==> config.mk <==
export PLATFORM = sky130hd
export DESIGN_NAME = rca_ctrl
export DESIGN_NICKNAME = d
export VERILOG_FILES = /design/src/rca_pkg.sv /design/src/rca_ctrl.sv
export VERILOG_INCLUDE_DIRS = /design/src
export SDC_FILE = /design/constraint.sdc
export NUM_CORES = 1
export LEC_CHECK = 0
export BUFFER_PORTS_ARGS = -buffer_cell sky130_fd_sc_hd__buf_2
export CAP_MARGIN = 20
export CORE_UTILIZATION = 53
export CTS_CLUSTER_SIZE = 12
export DETAILED_ROUTE_END_ITERATION = 10
export PLACE_DENSITY = 0.82
export SETUP_SLACK_MARGIN = 0.5
export SKIP_CTS_REPAIR_TIMING = 1
export SYNTH_ARGS = -nofsm -noshare
export SYNTH_HDL_FRONTEND = slang
export SYNTH_SLANG_ARGS = --single-unit
==> constraint.sdc <==
create_clock -name sys_clk -period 6.9 [get_ports sys_clk]
set_input_delay 1.38 -clock sys_clk [delete_from_list [all_inputs] [get_ports sys_clk]]
set_output_delay 1.38 -clock sys_clk [all_outputs]
set_load 0.05 [all_outputs]
==> src/rca_regs.svh <==
/*
  Register map, field positions, reset values and codes of the RC oscillation converter control.
  Assumes a 32-bit APB slave; included by the package and the design module.
*/
`ifndef RCA_REGS_SVH
`define RCA_REGS_SVH

`define RCA_TB_LOW_IDX     16'hF800
`define RCA_TB_HIGH_IDX    16'hF802
`define RCA_OC_LOW_IDX     16'hF804
`define RCA_OC_HIGH_IDX    16'hF806
`define RCA_MODE_IDX       16'hF808
`define RCA_RUN_IDX        16'hF80A
`define RCA_IRQ_STAT_IDX   16'hF810
`define RCA_IRQ_EN_IDX     16'hF812
`define RCA_IRQ_CLR_IDX    16'hF814
`define RCA_BLK_IDX        16'hF816
`define RCA_ADDR_W         18

`define RCA_OM_LSB         0
`define RCA_OM_MSB         3
`define RCA_OM_PROHIB_BIT  3
`define RCA_IRQSEL_BIT     4
`define RCA_CK_LSB         5
`define RCA_CK_MSB         7
`define RCA_RUN_BIT        0
`define RCA_BLK_BIT        0
`define RCA_ST_TB_BIT      0
`define RCA_ST_OC_BIT      1
`define RCA_ST_W           2

`define RCA_MODE_RST       16'h0000
`define RCA_RUN_RST        16'h0000
`define RCA_OM_EXT0        4'h0
`define RCA_OM_EXT1        4'h7
`define RCA_CK_LOW         3'h0
`define RCA_CK_HIGH        3'h1
`define RCA_CNT_W          24
`define RCA_DIV_W          6
`define RCA_HALF_W         16
`define RCA_UPPER_W        8

`endif

==> src/rca_pkg.sv <==
/*
  Types of the RC oscillation converter control.
  Assumes rca_regs.svh is on the include path.
*/
`include "rca_regs.svh"
package rca_pkg;
  typedef struct packed {
    logic [15:0]           mode_config;
    logic                  conv_run;
    logic                  block_disable;
    logic [`RCA_CNT_W-1:0] tb_cnt;
    logic [`RCA_CNT_W-1:0] osc_cnt;
    logic [`RCA_CNT_W-1:0] tb_start;
    logic [`RCA_CNT_W-1:0] osc_start;
    logic [`RCA_DIV_W-1:0] div_cnt;
    logic [2:0]            clk_sync;
    logic [1:0]            lsc_sync;
    logic [`RCA_ST_W-1:0]  irq_stat;
    logic [`RCA_ST_W-1:0]  irq_en;
    logic                  irq_pulse;
    logic                  conv_irq;
    logic [31:0]           prdata;
    logic                  osc_enable;
    logic [3:0]            osc_mode_out;
  } rca_state_t;
endpackage : rca_pkg

==> src/rca_ctrl.sv <==
/*
  Control, counting and APB register file of the RC oscillation converter.
  Assumes all inputs synchronous to sys_clk except the oscillator clocks, which are synchronised
  here; the analog oscillator and pin multiplexing sit outside.
*/
// How it works
// - Four-bit mode field picks external pin zero, RC pairs, pin one; top bit prohibited.
// - Interrupt source bit picks time-reference overflow at zero, oscillation overflow at one.
// - Three-bit field picks low-speed, high-speed, or high-speed divided by 2 to 64.
// - Run bit starts on one, stops on zero, reads zero after reset.
// - Either counter overflowing while running clears the run bit by hardware.
// - Time-reference counter is a 24-bit up-counter of the selected base clock.
// - Oscillation counter is a 24-bit up-counter of the selected oscillation clock.
// - Each counter has an overflow flag feeding the interrupt pulse through the source selection and the level through the enables.
// - With run at zero oscillators stay stopped and neither counter advances.
// - Setting run starts oscillation in the RC modes and both counters begin counting together.
// - Counters take a start value; reads give written value while running, count after.
// - A prohibited mode supplies no oscillator clock to the counters.
`timescale 1ns/10ps
`include "rca_regs.svh"
module rca_ctrl
  import rca_pkg::*;
(
  // Clock and reset.
  input  wire logic        sys_clk,
  input  wire logic        rst,
  // APB slave.
  input  wire logic        psel,
  input  wire logic        penable,
  input  wire logic        pwrite,
  input  wire logic [17:0] paddr,
  input  wire logic [31:0] pwdata,
  output logic      [31:0] prdata,
  output logic             pready,
  output logic             pslverr,
  // Clock sources.
  input  wire logic        low_speed_clock,
  input  wire logic        high_speed_clock,
  input  wire logic        ext_clk_in0,
  input  wire logic        ext_clk_in1,
  input  wire logic        rc_osc_clock,
  // Oscillator control and interrupt.
  output logic             osc_enable,
  output logic [3:0]       osc_mode_out,
  output logic             conv_irq,
  output logic             irq_pulse
);

  rca_state_t s_r;
  rca_state_t s_nxt;

  logic [3:0]            osc_mode_sel;
  logic                  irq_source_sel;
  logic [2:0]            base_clk_sel;
  logic                  osc_src;
  logic                  osc_edge;
  logic                  hs_edge;
  logic                  ls_edge;
  logic                  div_tick;
  logic                  tb_tick;
  logic                  timebase_overflow_flag;
  logic                  osc_overflow_flag;
  logic                  wr_en;
  logic                  rd_en;
  logic [`RCA_ADDR_W-1:0] a;
  logic [`RCA_DIV_W-1:0] div_mask;

  assign osc_mode_sel   = s_r.mode_config[`RCA_OM_MSB:`RCA_OM_LSB];
  assign irq_source_sel = s_r.mode_config[`RCA_IRQSEL_BIT];
  assign base_clk_sel   = s_r.mode_config[`RCA_CK_MSB:`RCA_CK_LSB];
  assign a              = paddr;
  assign wr_en          = psel & penable & pwrite;
  assign rd_en          = psel & ~penable & ~pwrite;

  ////////////////////////////////////////////////////////////////////////////////
  // Clock source selection and edge detection.

  always_comb begin
    case (osc_mode_sel)
      `RCA_OM_EXT0: osc_src = ext_clk_in0;
      `RCA_OM_EXT1: osc_src = ext_clk_in1;
      default:      osc_src = osc_mode_sel[`RCA_OM_PROHIB_BIT] ? 1'b0 : rc_osc_clock;
    endcase
  end

  // The oscillator edge is taken between the second and third stages, the low-speed edge between the first and second.
  assign osc_edge = s_r.clk_sync[1] & ~s_r.clk_sync[2];
  assign ls_edge  = s_r.lsc_sync[0] & ~s_r.lsc_sync[1];
  assign hs_edge  = high_speed_clock;
  assign div_mask = `RCA_DIV_W'((1 << (base_clk_sel - `RCA_CK_HIGH)) - 1);
  assign div_tick = hs_edge && ((s_r.div_cnt & div_mask) == div_mask);

  always_comb begin
    case (base_clk_sel)
      `RCA_CK_LOW:  tb_tick = ls_edge;
      `RCA_CK_HIGH: tb_tick = hs_edge;
      default:      tb_tick = div_tick;
    endcase
  end

  assign timebase_overflow_flag = s_r.conv_run & tb_tick & (&s_r.tb_cnt);
  assign osc_overflow_flag = s_r.conv_run & osc_edge & ~osc_mode_sel[`RCA_OM_PROHIB_BIT]
                             & (&s_r.osc_cnt);

  ////////////////////////////////////////////////////////////////////////////////
  // Next state.

  always_comb begin
    s_nxt = s_r;
    s_nxt.clk_sync = {s_r.clk_sync[1:0], osc_src};
    s_nxt.lsc_sync = {s_r.lsc_sync[0], low_speed_clock};
    s_nxt.irq_pulse = 1'b0;
    if (hs_edge) begin
      s_nxt.div_cnt = s_r.div_cnt + `RCA_DIV_W'(1);
    end
    if (s_r.conv_run) begin
      if (tb_tick) begin
        s_nxt.tb_cnt = s_r.tb_cnt + `RCA_CNT_W'(1);
      end
      if (osc_edge && !osc_mode_sel[`RCA_OM_PROHIB_BIT]) begin
        s_nxt.osc_cnt = s_r.osc_cnt + `RCA_CNT_W'(1);
      end
      if (timebase_overflow_flag || osc_overflow_flag) begin
        s_nxt.conv_run = 1'b0;
      end
    end
    if (irq_source_sel ? osc_overflow_flag : timebase_overflow_flag) begin
      s_nxt.irq_pulse = 1'b1;
    end
    if (wr_en) begin
      case (a)
        `RCA_ADDR_W'(`RCA_TB_LOW_IDX << 2): begin
          s_nxt.tb_start[`RCA_HALF_W-1:0] = pwdata[`RCA_HALF_W-1:0];
          s_nxt.tb_cnt[`RCA_HALF_W-1:0]   = pwdata[`RCA_HALF_W-1:0];
        end
        `RCA_ADDR_W'(`RCA_TB_HIGH_IDX << 2): begin
          s_nxt.tb_start[`RCA_CNT_W-1:`RCA_HALF_W] = pwdata[`RCA_UPPER_W-1:0];
          s_nxt.tb_cnt[`RCA_CNT_W-1:`RCA_HALF_W]   = pwdata[`RCA_UPPER_W-1:0];
        end
        `RCA_ADDR_W'(`RCA_OC_LOW_IDX << 2): begin
          s_nxt.osc_start[`RCA_HALF_W-1:0] = pwdata[`RCA_HALF_W-1:0];
          s_nxt.osc_cnt[`RCA_HALF_W-1:0]   = pwdata[`RCA_HALF_W-1:0];
        end
        `RCA_ADDR_W'(`RCA_OC_HIGH_IDX << 2): begin
          s_nxt.osc_start[`RCA_CNT_W-1:`RCA_HALF_W] = pwdata[`RCA_UPPER_W-1:0];
          s_nxt.osc_cnt[`RCA_CNT_W-1:`RCA_HALF_W]   = pwdata[`RCA_UPPER_W-1:0];
        end
        `RCA_ADDR_W'(`RCA_MODE_IDX << 2): begin
          s_nxt.mode_config = {8'h00, pwdata[`RCA_CK_MSB:0]};
        end
        `RCA_ADDR_W'(`RCA_RUN_IDX << 2): begin
          s_nxt.conv_run = pwdata[`RCA_RUN_BIT] & ~s_r.block_disable;
        end
        `RCA_ADDR_W'(`RCA_IRQ_EN_IDX << 2): begin
          s_nxt.irq_en = pwdata[`RCA_ST_W-1:0];
        end
        `RCA_ADDR_W'(`RCA_BLK_IDX << 2): begin
          s_nxt.block_disable = pwdata[`RCA_BLK_BIT];
        end
        default: begin
        end
      endcase
    end
    if (s_r.block_disable) begin
      s_nxt.conv_run = 1'b0;
      s_nxt.tb_cnt   = '0;
      s_nxt.osc_cnt  = '0;
    end
    // Set wins over a clear in the same cycle.
    if (wr_en && a == `RCA_ADDR_W'(`RCA_IRQ_CLR_IDX << 2)) begin
      s_nxt.irq_stat = s_r.irq_stat & ~pwdata[`RCA_ST_W-1:0];
    end
    if (timebase_overflow_flag) begin
      s_nxt.irq_stat[`RCA_ST_TB_BIT] = 1'b1;
    end
    if (osc_overflow_flag) begin
      s_nxt.irq_stat[`RCA_ST_OC_BIT] = 1'b1;
    end
    s_nxt.conv_irq = |(s_nxt.irq_stat & s_nxt.irq_en);
    s_nxt.osc_enable = s_nxt.conv_run && !osc_mode_sel[`RCA_OM_PROHIB_BIT]
                       && osc_mode_sel != `RCA_OM_EXT0 && osc_mode_sel != `RCA_OM_EXT1;
    s_nxt.osc_mode_out = osc_mode_sel;
    s_nxt.prdata = '0;
    if (rd_en) begin
      case (a)
        `RCA_ADDR_W'(`RCA_TB_LOW_IDX << 2):
          s_nxt.prdata = {16'h0000, s_r.conv_run ? s_r.tb_start[15:0] : s_r.tb_cnt[15:0]};
        `RCA_ADDR_W'(`RCA_TB_HIGH_IDX << 2):
          s_nxt.prdata = {24'h000000, s_r.conv_run ? s_r.tb_start[23:16] : s_r.tb_cnt[23:16]};
        `RCA_ADDR_W'(`RCA_OC_LOW_IDX << 2):
          s_nxt.prdata = {16'h0000, s_r.conv_run ? s_r.osc_start[15:0] : s_r.osc_cnt[15:0]};
        `RCA_ADDR_W'(`RCA_OC_HIGH_IDX << 2):
          s_nxt.prdata = {24'h000000, s_r.conv_run ? s_r.osc_start[23:16] : s_r.osc_cnt[23:16]};
        `RCA_ADDR_W'(`RCA_MODE_IDX << 2):     s_nxt.prdata = {16'h0000, s_r.mode_config};
        `RCA_ADDR_W'(`RCA_RUN_IDX << 2):      s_nxt.prdata = {31'h0, s_r.conv_run};
        `RCA_ADDR_W'(`RCA_IRQ_STAT_IDX << 2): s_nxt.prdata = {30'h0, s_r.irq_stat};
        `RCA_ADDR_W'(`RCA_IRQ_EN_IDX << 2):   s_nxt.prdata = {30'h0, s_r.irq_en};
        `RCA_ADDR_W'(`RCA_BLK_IDX << 2):      s_nxt.prdata = {31'h0, s_r.block_disable};
        default:                              s_nxt.prdata = '0;
      endcase
    end
  end

  ////////////////////////////////////////////////////////////////////////////////
  // State register.

  always_ff @(posedge sys_clk or posedge rst) begin
    if (rst) begin
      s_r <= '0;
    end else begin
      s_r <= s_nxt;
    end
  end

  // Read data is registered from the setup cycle, so it stands while pready is high.
  logic rdy_r;
  always_ff @(posedge sys_clk or posedge rst) begin
    if (rst) begin
      rdy_r <= 1'b0;
    end else begin
      rdy_r <= psel & ~penable;
    end
  end

  assign prdata       = s_r.prdata;
  assign pready       = rdy_r;
  assign pslverr      = 1'b0;
  assign osc_enable   = s_r.osc_enable;
  assign osc_mode_out = s_r.osc_mode_out;
  assign conv_irq     = s_r.conv_irq;
  assign irq_pulse    = s_r.irq_pulse;

endmodule : rca_ctrl

==> results of run 1 <==
cell usage in the layout (no fill, tap or decap), types with 4 or more instances in the layout:
| cell | n |
|---|---|
| mux2_4 | 4 |
| xnor2_1 | 25 |
| or3_1 | 7 |
| and2_1 | 4 |
| mux2i_1 | 35 |
| a211oi_2 | 7 |
| and3_1 | 8 |
| nand2_1 | 79 |
| nand4_1 | 20 |
| nor4_1 | 13 |
| a21oi_1 | 17 |
| nor3_1 | 15 |
| or2_1 | 4 |
| dfrtp_1 | 143 |
| nand2b_1 | 4 |
| o21ai_0 | 8 |
| inv_1 | 10 |
| nand3_1 | 22 |
| o22a_1 | 13 |
| a311oi_1 | 7 |
| nor2_1 | 75 |
| clkbuf_16 | 17 |
| a211oi_1 | 38 |
| buf_2 | 67 |
| bufinv_16 | 4 |
| conb_1 | 17 |
| clkinv_2 | 5 |
| xor2_1 | 19 |
| a222oi_1 | 5 |
| mux2_2 | 48 |
kinds of logic after synthesis:
logic type	Yosys count
AOI/OAI and AO/OA	120
other	1
adders and majority gates	3
DFF	145
xor gates and xnor gates	44
muxes	90
buffers and inverters	96
and+or+nand+nor	284
final timing paths:
kind | start | endpoint | slack (ns) | depth (start not counted)
worst max register to register | s_r[151] | osc_enable | 4.07 | 8
max in group asynchronous | rst | s_r[150] | 4.57 | 3
worst min-delay path | s_nxt[46] | s_nxt[47] | 0.36 | 0
min in group asynchronous | rst | s_r[65] | 1.14 | 2
worst max-delay path | paddr[9] | s_r[63] | 3.48 | 6
worst min register to register | s_nxt[46] | s_nxt[47] | 0.36 | 0
critical path, cell delays in order:
cell and delay, ns:
buf_2 0.11, nor4_4 0.43, nand4b_2 0.40, nor2_8 0.28, nand2_2 0.57, mux2_2 0.52
metal layers:
metal  up-vias  global-route usage [%]  routed length [microns]
met5         -                       0                        0
met4         0                    9.11                      408
met3        40                    7.00                     1450
met2       235                    42.7                     9440
met1      3071                    34.0                     8040
li1       2794                       -                        -
layout make-up:
class / instances / area share, %
flip-flops and latches: 145 / 41.5
multi-input cells: 558 / 44.2
inverters: 11 / 0.529
well taps: 184 / 2.63
clock inverters: 11 / 1.84
repair buffers: 70 / 4.09
clock buffers: 20 / 5.22
diodes: 1 / 0.0286
registers in the layout, indices dropped and copies added (netlist names):
signal / count
conv_irq: 1
irq_pulse: 1
irq_source_sel: 1
osc_mode_sel: 4
s_nxt: 3
pready: 1
osc_enable: 1
prdata: 16
base_clk_sel: 3
s_r: 110
osc_mode_out: 4
report_power, final:
group	internal, mW	switching (mW)
clock network	0.618	0.346
registers	0.871	0.0235
logic	0.0357	0.0777
==> impl_metrics.csv, run 1 <==
group,metric,value,unit
cells_and_area,area_growth,9.35,%
worst_setup_path,worstSetupPathType,"input pin to register",
synthesis,synth_area_leaders,"dfrtp_1 (45%), mux2_2 (6.8%), mux2i_1 (4.4%)",
placement,dp_slack,3.08,ns
floorplanning,die_y,125,microns
drt,remaining_drc_errors,4,
flow_run,cap_viol_max_count,0,
clock_tree,clock_sinks,145,
worst_setup_path,cp.required,7.21,ns
synthesis,yosysMostFrequentCell,"dfrtp_1",
worst_setup_path,cp-start-kind,"input pin",
placement,globalplace.congestion,0.870,
min_path,min-delay-path-class,"register to register",
clock_tree,max-clock-path-buffers,2,
drt,vias_per_cell,6.14,
cells_and_area,layout-drive-gt1-share,22.2,%
drt,wl,19300,microns
placement,placement.io_buffers,67,
power_and_ir_drop,max-vdd-ir-drop,0.145,mV
synthesis,synth_area,8000,sq um
synthesis,ys_seq_elements,145,
sta,fin_crit_sh,49.6,%
sta,slew_violations,0,
floorplanning,die_area,15600,sq um
sta,final.setup.tns,0,ns
sta,skew,0.00833,ns
floorplanning,start_util,54.6,%
synthesis,synth_mux_area_share,12.3,%
global_routing,first_global_vias,6083,
sta,rsz0062_at_grt,"false",
cells_and_area,design_area,8750,sq um
power_and_ir_drop,powerDensity,225,nW/um^2
sta,setup_viol,0,
synthesis,yosysWarningCount,0,
cells_and_area,seq_area,3630,sq um
global_routing,grt_use_total,26.3,%
synthesis,synth_cells,783,
drt,ant_nets,0,
synthesis,synth_top_family_by_area,"simple AND/OR/NAND/NOR gates",
cells_and_area,fin_nets,866,
global_routing,grt_pass1_wl,31600,microns
synthesis,yosysTopAreaCell,"dfrtp_1",
synthesis,synth_ff_type,"dfrtp_1",
run_status,outcome,"complete, but fails checks",
power_and_ir_drop,p_total,1.97,mW
synthesis,synthSimpleGateAreaFrac,18.3,%
floorplanning,ioPinCount,101,
synthesis,synth_edf_count,0,
global_routing,gr-total-overflow,0,
sta,hold_violations,0,
sta,max_freq,0.292,GHz
clock_tree,cts_tree,"yes",
clock_tree,cts-htree-levels,4,
cells_and_area,nFillCells,1167,
floorplanning,coreArea,14600,sq um
placement,placed_cells,968,
power_and_ir_drop,p_leak,3.81,nW
cells_and_area,final_util,59.8,%
synthesis,async_reset_ff_share,100,%
placement,dpl.hpwl,13000,microns
drt,num_vias,6140,
drt,drt_iter0_markers,732,
worst_setup_path,crit_fanout,48,
synthesis,syn_avg_cell_area,10.2,sq um
synthesis,yosys.cell_types.count,73,
drt,drt_pass1_iterations,9,
synthesis,synthTopCellsByCount,"dfrtp_1 (145), nand2_1 (79), nor2_1 (75)",
placement,dpl_cell_area,8130,sq um
synthesis,synth_top_area_share,45.3,%
drt,post_drt_wl_per_cell,19.3,microns
cells_and_area,multi_input_area,3860,sq um
clock_tree,clkLatencyLatePin,0.43,ns
clock_tree,path_clk_slew,0.06,ns
cells_and_area,instances_no_fill,1000,
floorplanning,row_count,44,
synthesis,ys_seq_area_share,45.3,%
synthesis,synthAdderAreaFrac,0.469,%
sta,worst_slew_pin_slew,1.10,ns
worst_setup_path,crit_arrival,3.73,ns
sta,fin_hold_ws,0.357,ns
global_routing,antenna_found_initial,1,
global_routing,grt_max_degree,99,
clock_tree,cts_buffers,17,
worst_setup_path,end_kind,"register",
floorplanning,die_x,125,microns
synthesis,synth_compound_area_share,11.6,%
sta,slew_headroom,26.5,%
run_status,violations,"design-rule violations",
sta,fin_ws,3.48,ns
sta,finalCriticalPeriod,3.42,ns
clock_tree,cts-root-buf,"clkbuf_16",
synthesis,synthXorXnorAreaFrac,4.82,%
Note: power is estimated with default switching activity, not from simulation.
==> inputs of run 2 (changes only) <==
==> constraint.sdc (replaced) <==
create_clock -name sys_clk -period 3.5 [get_ports sys_clk]
set_input_delay 0.7 -clock sys_clk [delete_from_list [all_inputs] [get_ports sys_clk]]
set_output_delay 0.7 -clock sys_clk [all_outputs]
set_load 0.05 [all_outputs]
==> run 2 against run 1 <==
Compared with the run above: the run still ends with design-rule violations left; combinational power rose by 100%; register-to-register slack got worse by 3.1 ns; setup slack got worse by 2.5 ns; count of clock-buffer cells in the layout fell by 2; routed wire length rose by 0.29%; die area did not move; total power rose by 100%; core utilization rose by 0.47 points; clock skew barely moved; sequential cell count did not move; first-iteration DRC count fell by 0.14%; sequential share of layout area fell by 0.32 points; largest cell class unchanged.
==> impl_metrics.csv, run 2 (synthesized netlist as in run 1, its figures left out) <==
group,metric,value,unit
drt,vias_per_cell,6.12,
sta,slew_headroom,36.8,%
drt,drt_pass1_iterations,11,
placement,globalplace.congestion,0.893,
floorplanning,coreArea,14600,sq um
global_routing,grt_pass1_wl,31500,microns
global_routing,gr-total-overflow,0,
sta,slew_violations,0,
sta,rsz0062_at_grt,"false",
worst_setup_path,crit_fanout,11,
drt,remaining_drc_errors,13,
clock_tree,cts-htree-levels,4,
floorplanning,die_area,15600,sq um
global_routing,grt_use_total,26.2,%
drt,wl,19400,microns
sta,worst_slew_pin_slew,0.947,ns
floorplanning,ioPinCount,101,
cells_and_area,fin_nets,872,
placement,placement.io_buffers,67,
cells_and_area,largest_reg_flops,110,
clock_tree,clkLatencyLatePin,0.43,ns
clock_tree,max-clock-path-buffers,2,
sta,skew,0.00857,ns
worst_setup_path,end_kind,"register",
drt,num_vias,6161,
cells_and_area,antennaDiodeCount,0,
cells_and_area,layout-drive-gt1-share,22.9,%
cells_and_area,area_growth,10.2,%
clock_tree,clock_sinks,145,
global_routing,first_global_vias,6019,
sta,max_freq,0.402,GHz
run_status,violations,"design-rule violations",
power_and_ir_drop,p_leak,3.84,nW
drt,ant_nets,0,
cells_and_area,final_util,60.2,%
clock_tree,cts-root-buf,"clkbuf_16",
cells_and_area,layout_commonest_cell,"dfrtp_1",
clock_tree,path_clk_slew,0.06,ns
global_routing,antenna_found_initial,0,
global_routing,grt_max_degree,146,
cells_and_area,regMostFlops,"s_r",
cells_and_area,nFillCells,1193,
sta,setup_viol,0,
floorplanning,row_count,44,
worst_setup_path,cp.required,3.81,ns
floorplanning,start_util,54.6,%
worst_setup_path,cp-start-kind,"register",
run_status,outcome,"complete, but fails checks",
min_path,min-delay-path-class,"register to register",
clock_tree,cts_buffers,17,
power_and_ir_drop,powerDensity,447,nW/um^2
cells_and_area,mostFrequentLayoutCells,"dfrtp_1 (143), nand2_1 (79), nor2_1 (75)",
drt,drt_iter0_markers,731,
drt,post_drt_wl_per_cell,19.3,microns
power_and_ir_drop,max-vdd-ir-drop,0.362,mV
floorplanning,die_x,125,microns
flow_run,cap_viol_max_count,0,
sta,final.setup.tns,0,ns
sta,fin_crit_sh,71.1,%
sta,finalCriticalPeriod,2.49,ns
worst_setup_path,worstSetupPathType,"register to register",
worst_setup_path,crit_arrival,2.80,ns
clock_tree,cts_tree,"yes",
placement,dpl.hpwl,13100,microns
sta,hold_violations,0,
floorplanning,die_y,125,microns
[run 2: per-stage QoR]
step | power [mW] | instances | cell area, sq um | setup WS [ns] | hold WS, ns
global route | 4.07 | 1006 | 8820 | 0.842 | 0.361
detailed placement | 2.02 | 974 | 8190 | 0.698 | 0.335
floorplan | 1.96 | 799 | 8070 | 0.981 | 0.331
CTS | 3.96 | 1006 | 8820 | 1.04 | 0.350
global placement | 2.01 | 974 | 8190 | 0.744 | 0.336
finish | 3.94 | 1006 | 8820 | 1.01 | 0.350
[run 2: cell type report]
cell class	instances	area [sq um]	share of cell area [%]
clock buffers	18	429	4.87
well taps	184	230	2.61
clock inverters	14	204	2.31
flip-flops and latches	145	3630	41.2
multi-input cells	558	3860	43.8
inverters	11	45.0	0.511
repair buffers	76	415	4.71
[run 2: final timing paths]
kind                            startpoint         to  slack (ns)  cells after the start
max in group asynchronous              rst   s_r[151]        2.41                      3
min in group asynchronous              rst    s_r[65]        0.48                      3
hold reg to reg                  s_nxt[46]  s_nxt[47]        0.35                      0
hold / removal                   s_nxt[46]  s_nxt[47]        0.35                      0
setup / recovery           base_clk_sel[0]   s_r[143]        1.01                      5
setup reg to reg           base_clk_sel[0]   s_r[143]        1.01                      5
[run 2: metal layers]
metal  global-route usage, %  vias to the layer above  wire, microns
met4                    12.1                        0            591
met5                       0                        -              0
met2                    41.7                      261           9390
met3                    6.31                       56           1310
met1                    33.7                     3046           8100
li1                        -                     2798              -
[run 2: where the power goes]
part           internal (mW)  total (mW)  switching (mW)  leakage (nW)
Sequential              1.72        1.77          0.0488          2.00
Combinational         0.0723       0.227           0.154          1.54
Clock                   1.21        1.95           0.741         0.304
Total                   3.00        3.94           0.944          3.84
[run 2: critical path, cell delays in order, from the launching register on]
cell and delay [ns]:
dfrtp_1 0.48, or3b_1 0.45, a21boi_2 0.25, nand4_1 0.40
or3_1 0.49, a311oi_1 0.31
